**src/shared/sramc_pkg.sv**
```systemverilog
// package: timing and geometry constants for the async sram host controller
package sramc_pkg;
  localparam int unsigned CLK_PERIOD_NS      = 50;
  localparam int unsigned ADDR_W             = 13;
  localparam int unsigned DATA_W             = 8;
  // slowest grade figures, ns
  localparam int unsigned WRITE_PULSE_MIN_NS = 90;
  localparam int unsigned SELECT_TO_END_NS   = 100;
  localparam int unsigned ADDR_TO_END_NS     = 100;
  localparam int unsigned DATA_OVERLAP_NS    = 60;
  localparam int unsigned WRITE_RECOVERY_NS  = 15;
  localparam int unsigned ACCESS_TIME_NS     = 150;
  localparam int unsigned GATE_VALID_NS      = 70;
  localparam int unsigned FLOAT_DELAY_NS     = 50;
  // least times round up to whole cycles
  localparam int unsigned WP_CYC  = (WRITE_PULSE_MIN_NS + CLK_PERIOD_NS - 1) / CLK_PERIOD_NS;
  localparam int unsigned CW_CYC  = (SELECT_TO_END_NS + CLK_PERIOD_NS - 1) / CLK_PERIOD_NS;
  localparam int unsigned AW_CYC  = (ADDR_TO_END_NS + CLK_PERIOD_NS - 1) / CLK_PERIOD_NS;
  localparam int unsigned DW_CYC  = (DATA_OVERLAP_NS + CLK_PERIOD_NS - 1) / CLK_PERIOD_NS;
  localparam int unsigned WR_CYC  = (WRITE_RECOVERY_NS + CLK_PERIOD_NS - 1) / CLK_PERIOD_NS;
  localparam int unsigned AA_CYC  = (ACCESS_TIME_NS + CLK_PERIOD_NS - 1) / CLK_PERIOD_NS;
  localparam int unsigned OE_CYC  = (GATE_VALID_NS + CLK_PERIOD_NS - 1) / CLK_PERIOD_NS;
  localparam int unsigned HZ_CYC  = (FLOAT_DELAY_NS + CLK_PERIOD_NS - 1) / CLK_PERIOD_NS;
  // write strobe low time: longer of the pulse and select windows
  localparam int unsigned WRITE_CYC = (CW_CYC > WP_CYC) ? CW_CYC : WP_CYC;
  // read sample point: later of access and gate paths plus one sampling cycle
  localparam int unsigned READ_CYC  = ((AA_CYC > OE_CYC) ? AA_CYC : OE_CYC) + 1;
  localparam int unsigned CNT_W     = 4;
  typedef enum logic [2:0] {
    SRAMC_IDLE,
    SRAMC_WSETUP,
    SRAMC_WPULSE,
    SRAMC_WHOLD,
    SRAMC_READ,
    SRAMC_RDONE
  } sramc_state_t;
endpackage : sramc_pkg

```
**src/verilog/sramc_ctrl.sv**
```systemverilog
// host controller that runs read and write cycles on an async 8k x 8 sram
`timescale 1ns/1ps
// What this block does
// - write only while both selects and strobe active
// - strobe low at least write pulse minimum
// - selects held active before write end
// - address valid before write begins
// - address held after write ends
// - address stable before write end
// - data driven before write end
// - data may drop at write end
// - never fight device-driven data pins
// - strobe high throughout every read
module sramc_ctrl #(
  parameter int unsigned ADDR_W = sramc_pkg::ADDR_W,
  parameter int unsigned DATA_W = sramc_pkg::DATA_W
) (
  input  wire logic              clk,
  input  wire logic              rst_b,
  input  wire logic              req_valid,
  input  wire logic              req_write,
  input  wire logic [ADDR_W-1:0] req_addr,
  input  wire logic [DATA_W-1:0] req_wdata,
  output logic                   req_ready,
  output logic                   rsp_valid,
  output logic [DATA_W-1:0]      rsp_rdata,
  output logic [ADDR_W-1:0]      mem_addr,
  output logic                   select_active_low_b,
  output logic                   select_active_high,
  output logic                   write_strobe_b,
  output logic                   output_gate_b,
  input  wire logic [DATA_W-1:0] mem_data_in,
  output logic [DATA_W-1:0]      mem_data_out,
  output logic                   mem_data_oe
);
  localparam logic [sramc_pkg::CNT_W-1:0] WRITE_LEN =
    sramc_pkg::CNT_W'(sramc_pkg::WRITE_CYC);
  localparam logic [sramc_pkg::CNT_W-1:0] READ_LEN =
    sramc_pkg::CNT_W'(sramc_pkg::READ_CYC);
  localparam logic [sramc_pkg::CNT_W-1:0] FLOAT_LEN =
    sramc_pkg::CNT_W'(sramc_pkg::HZ_CYC);
  localparam logic [sramc_pkg::CNT_W-1:0] HOLD_LEN =
    sramc_pkg::CNT_W'(sramc_pkg::WR_CYC);

  // refuse geometry the counters or widths cannot serve
  initial
  begin
    if (ADDR_W < 1 || DATA_W < 1 || sramc_pkg::READ_CYC >= (1 << sramc_pkg::CNT_W))
      $error("sramc_ctrl: unsupported parameters");
  end

  sramc_pkg::sramc_state_t state_reg;
  sramc_pkg::sramc_state_t state_next;
  logic [sramc_pkg::CNT_W-1:0] cnt_reg;
  logic [sramc_pkg::CNT_W-1:0] cnt_next;
  logic                        cnt_done;
  logic                        take_req;

  // request and counter decode
  assign cnt_done = (cnt_reg == '0);
  assign take_req = req_valid && req_ready && (state_reg == sramc_pkg::SRAMC_IDLE);

  // sequencing; the write pulse stays in WPULSE until counted out
  always_comb
  begin
    state_next = state_reg;
    cnt_next   = cnt_done ? cnt_reg : cnt_reg - 1'b1;
    case (state_reg)
      sramc_pkg::SRAMC_IDLE:
        if (take_req)
        begin
          // write waits out any device drive before owning the pins
          state_next = req_write ? sramc_pkg::SRAMC_WSETUP : sramc_pkg::SRAMC_READ;
          cnt_next   = req_write ? FLOAT_LEN : READ_LEN;
        end
      sramc_pkg::SRAMC_WSETUP:
        if (cnt_done)
        begin
          state_next = sramc_pkg::SRAMC_WPULSE;
          cnt_next   = WRITE_LEN - 1'b1;
        end
      sramc_pkg::SRAMC_WPULSE:
        if (cnt_done)
        begin
          state_next = sramc_pkg::SRAMC_WHOLD;
          cnt_next   = HOLD_LEN - 1'b1;
        end
      sramc_pkg::SRAMC_WHOLD:
        if (cnt_done)
          state_next = sramc_pkg::SRAMC_IDLE;
      sramc_pkg::SRAMC_READ:
        if (cnt_done)
          state_next = sramc_pkg::SRAMC_RDONE;
      sramc_pkg::SRAMC_RDONE:
        state_next = sramc_pkg::SRAMC_IDLE;
      default:
        state_next = sramc_pkg::SRAMC_IDLE;
    endcase
  end

  always_ff @(posedge clk)
  begin
    if (!rst_b)
    begin
      state_reg <= sramc_pkg::SRAMC_IDLE;
      cnt_reg   <= '0;
    end
    else
    begin
      state_reg <= state_next;
      cnt_reg   <= cnt_next;
    end
  end

  // strobe phase decode; shared by the strobe and data-drive flops
  function automatic logic is_pulse_state(input sramc_pkg::sramc_state_t s);
    return (s == sramc_pkg::SRAMC_WPULSE);
  endfunction : is_pulse_state

  // pin drive: selects rise with the request, strobe only in WPULSE
  wire logic pulse_next = is_pulse_state(state_next);
  wire logic in_write = (state_next == sramc_pkg::SRAMC_WSETUP) ||
                        (state_next == sramc_pkg::SRAMC_WPULSE) ||
                        (state_next == sramc_pkg::SRAMC_WHOLD);
  wire logic in_read  = (state_next == sramc_pkg::SRAMC_READ);
  wire logic busy     = in_write || in_read;

  // address and data latched once per request so they stay stable
  always_ff @(posedge clk)
  begin
    if (!rst_b)
    begin
      mem_addr            <= '0;
      mem_data_out        <= '0;
      select_active_low_b <= 1'b1;
      select_active_high  <= 1'b0;
      write_strobe_b      <= 1'b1;
      output_gate_b       <= 1'b1;
      mem_data_oe         <= 1'b0;
      req_ready           <= 1'b0;
    end
    else
    begin
      if (take_req)
      begin
        mem_addr     <= req_addr;
        mem_data_out <= req_wdata;
      end
      select_active_low_b <= !busy;
      select_active_high  <= busy;
      write_strobe_b      <= !pulse_next;
      output_gate_b       <= !in_read;
      mem_data_oe         <= pulse_next;
      req_ready           <= (state_next == sramc_pkg::SRAMC_IDLE) && !take_req;
    end
  end

  // sample read data after the access time has elapsed
  always_ff @(posedge clk)
  begin
    if (!rst_b)
    begin
      rsp_valid <= 1'b0;
      rsp_rdata <= '0;
    end
    else
    begin
      rsp_valid <= (state_reg == sramc_pkg::SRAMC_READ) && cnt_done;
      if ((state_reg == sramc_pkg::SRAMC_READ) && cnt_done)
        rsp_rdata <= mem_data_in;
    end
  end
endmodule : sramc_ctrl

```
**config.mk**
```make
export PLATFORM = sky130hd
export DESIGN_NAME = sramc_ctrl
export DESIGN_NICKNAME = d
export VERILOG_FILES = /design/src/shared/sramc_pkg.sv /design/src/verilog/sramc_ctrl.sv
export SDC_FILE = /design/constraint.sdc
export NUM_CORES = 1
export LEC_CHECK = 0
export BUFFER_PORTS_ARGS = -buffer_cell sky130_fd_sc_hd__buf_4
export CAP_MARGIN = 30
export CORE_MARGIN = 2
export CORE_UTILIZATION = 42
export CTS_CLUSTER_SIZE = 40
export DETAILED_ROUTE_END_ITERATION = 10
export PLACE_DENSITY = 0.74
export SYNTH_ARGS = -nofsm -noshare
export SYNTH_HDL_FRONTEND = slang
export SYNTH_SLANG_ARGS = --single-unit
```
**constraint.sdc**
```tcl
create_clock -name clk -period 1.65 [get_ports clk]
set_input_delay 0.33 -clock clk [delete_from_list [all_inputs] [get_ports clk]]
set_output_delay 0.33 -clock clk [all_outputs]
set_load 0.005 [all_outputs]
```
==> results by group <==
Timing
  – Number of endpoints with negative hold slack in the final report: 0
  – Shortest period the worst path allows: 1.606 ns
  – Maximum achievable frequency: 622.6 MHz
  – Fin worst setup slack: 0.04382 ns
  – Worst-Margin Slew: 0.3714 ns
  – Max Transition Viols Final: 0
  – Setup repair after global routing missed its margin: true
  – Max-slew headroom: 0.7509
  – Worst Skew: 0.006001 ns
  – Setup violators final: 0
  – Post-route clock period utilization: 0.9734

Floorplan
  – Core outline area: 3943 sq um
  – I/O pins: 69
  – Horizontal extent of the die: 67.70 microns
  – Die area: 4583 sq um
  – Number of rows created at floorplan: 23
  – Vertical extent of the die: 67.70 microns
  – Initial Utilization: 0.4322

Power
  – Leakage power of the design: 1.127 nW
  – Worst IR drop on VDD: 0.0006834 V
  – Flop pwr share: 0.392
  – Power density of the placed cells: 1438 nW/um^2
  – Internal power consumption: 0.002357 W
  – Net switching power of the design: 0.001145 W
  – Part of the power in combinational logic: 0.400
  – Switching share of power: 0.3269
  – Proportion of power drawn by the clock network: 0.208

GRT
  – Number of global-route vias before repair: 1279
  – Global-route wire length before repair: 5699 microns
  – GR Util All Layers: 0.1668
  – Remaining Overflow, GRT: 0
  – Initial antenna violation count: 0
  – Largest net degree at the start of global routing: 25

Clock network
  – Clock net sink count: 43
  – Clock slew at reported path FFs: 0.08 ns
  – Maximum count of clock buffers along a single path: 2
  – Clock tree root buffer cell: sky130_fd_sc_hd__clkbuf_8
  – Clock latency at the later pin of the worst-skew pair: 0.29 ns
  – CTS tree: built
  – Max H-tree Level: 2
  – TritonCTS buffer count: 5

Final layout
  – Final cell count without fillers: 325
  – Most frequent standard cell in the layout excluding fill and tap cells: sky130_fd_sc_hd__buf_4
  – Layout filler cell count: 353
  – Total area of sequential cells: 862.1 sq um
  – Core utilization of the finished layout: 0.6179
  – Diode count: 0
  – Most flop-heavy register: mem_addr
  – Area taken by multi-input logic gates: 768.2 sq um
  – Commonest cells after routing, fill and taps aside: sky130_fd_sc_hd__buf_4, sky130_fd_sc_hd__nand2_1, sky130_fd_sc_hd__dfxtp_1, sky130_fd_sc_hd__a21oi_1, sky130_fd_sc_hd__nor2_1
  – Fraction of layout cells with a size suffix above 1: 0.3564
  – Net count, final: 310
  – Max reg flops: 13
  – Largest regs: mem_addr x13, mem_data_out x8, rsp_rdata x8
  – Relative area change from synthesis to final layout: 42.95%

Placement
  – Port Buffer Count: 68
  – Cell count after placement: 316
  – Half-perimeter wire length after detailed placement: 2711 microns
  – Setup Slack @ Placement: 0.05243 ns
  – Final GP Congestion: 0.8365

Detailed routing
  – Length of the first detailed-routing pass in iterations: 4
  – Count of antenna-violating nets left after detailed routing: 0
  – Per-cell routed wire length: 11.62 microns
  – Iter 0 DRT Violations: 52
  – Routed vias/inst: 4.760
  – Count of unresolved DRC violations after routing: 0
  – Via count: 1547
  – Final wirelength: 3778 microns

Yosys
  – Number of register bits inferred by synthesis: 43
  – Yosys synthesis warning count: 0
  – Cell types with the largest area share after synthesis: sky130_fd_sc_hd__dfxtp_1, sky130_fd_sc_hd__nand2_1, sky130_fd_sc_hd__a21oi_1
  – Post-synth top flop: sky130_fd_sc_hd__dfxtp_1
  – Yosys cell types: 32
  – Average cell area after synthesis: 8.521 sq um
  – Post-synth design cell area: 1704 sq um
  – Number of nets produced by synthesis: 236
  – Sequential cell area fraction in the yosys report: 0.5051
  – Number of enable-type register cells in the synthesized netlist: 0
  – Number of instances in the synthesized netlist: 200
  – Share of flip-flops with an asynchronous set or reset after synthesis: 0
  – Yosys top cell by area: sky130_fd_sc_hd__dfxtp_1
  – Area fraction of the dominant cell type after synthesis: 0.5051

Setup path
  – Critical path startpoint category: flip-flop
  – Category of the most critical setup path: reg2reg
  – Worst EP arrival: 1.79 ns
  – Register-to-register setup slack: 0.04 ns
  – Critical path required time: 1.84 ns
  – Nature of the critical path endpoint: flip-flop
  – Maximum fanout along the worst path: 5

Outcome
  – Run status: completed

Run
  – Reported max-cap violation count: 0

Min path
  – Worst min-delay path class: in2reg
[kinds of logic (layout without fill, tap and decap cells)]
family,Yosys count,count (layout),synth area share
AO/OA/AOI/OAI,39,39,0.1329
adder cells (fa/ha/maj),3,3,0.02203
buffers and inverters,20,95,0.05580
flip-flops,43,43,0.5051
multiplexers,9,9,0.05287
AND/OR/NAND/NOR,86,86,0.2313
[power groups by stage]
stage	Combinational, W	Clock [W]	Sequential, W
6_report	0.00140	0.000729	0.00137
2_1_floorplan	0.000865	0	0.00138
3_5_place_dp	0.00136	0	0.00139
5_1_grt	0.00157	0.000794	0.00140
4_1_cts	0.00137	0.000754	0.00137
3_3_place_gp	0.00133	0	0.00139
[cell type report]
class | count | share of cell area
tap | 50 | 0.02568
multi-input combinational | 137 | 0.3154
clock buffer | 7 | 0.03955
inverter | 8 | 0.01233
clock inverter | 1 | 0.003082
timing repair buffer | 79 | 0.2501
sequential | 43 | 0.3539
[routing by layer]
metal,track usage,share of wire
met2,0.2488,0.48
met4,0.06888,0.015
met3,0.07000,0.063
met1,0.2109,0.45
met5,0,0
[critical path: stages, from the launching register on]
cell and delay (ns):
sky130_fd_sc_hd__dfxtp_2 0.34, sky130_fd_sc_hd__inv_2 0.05, sky130_fd_sc_hd__ha_2 0.17, sky130_fd_sc_hd__nor3b_4 0.24, sky130_fd_sc_hd__inv_2 0.10, sky130_fd_sc_hd__ha_4 0.28, sky130_fd_sc_hd__inv_1 0.04, sky130_fd_sc_hd__o221a_2 0.28
[metrics by stage]
stage / cell area, sq um / setup TNS, ns / total power, W / hold WS [ns]
final: 2436 / 0 / 0.003502 / 0.2465
after global routing: 2436 / -0.1153 / 0.003769 / 0.2463
after CTS: 2424 / 0 / 0.003491 / 0.2411
after detailed placement: 2320 / 0 / 0.002753 / 0.4470
after global placement: 2320 / 0 / 0.002716 / 0.4418
after floorplan: 1724 / 0 / 0.002242 / 0.4256
[path summary, 6_finish.rpt]
kind / start / endpoint / cells past startpoint
max reg2reg: cnt_reg[0]$_SDFF_PN0_ / cnt_reg[0]$_SDFF_PN0_ / 7
min: req_write / cnt_reg[2]$_SDFF_PN0_ / 2
max: cnt_reg[0]$_SDFF_PN0_ / cnt_reg[0]$_SDFF_PN0_ / 7
min reg2reg: mem_addr[4]$_SDFFE_PN0N_ / mem_addr[4]$_SDFFE_PN0N_ / 2
[cell usage after synthesis (2+ instances only)]
library cell               count
sky130_fd_sc_hd__ha_1          3
sky130_fd_sc_hd__a211oi_1      3
sky130_fd_sc_hd__mux2i_1       9
sky130_fd_sc_hd__nand2_1      47
sky130_fd_sc_hd__buf_2         4
sky130_fd_sc_hd__inv_1         7
sky130_fd_sc_hd__dfxtp_1      43
sky130_fd_sc_hd__nor3_1        2
sky130_fd_sc_hd__a21oi_1      26
sky130_fd_sc_hd__nand2b_1      5
sky130_fd_sc_hd__clkbuf_1      4
sky130_fd_sc_hd__nand3_1       3
sky130_fd_sc_hd__buf_4         4
sky130_fd_sc_hd__and3_1        3
sky130_fd_sc_hd__o21ai_0       3
sky130_fd_sc_hd__nor2_1       18
[what timing repair did]
action,4_1_cts,5_1_grt
resized for setup,0,2
endpoints found under the setup margin,0,12
hold buffers,0,0
buffers inserted,0,1
No activity file was read; power rests on OpenSTA's default activity.
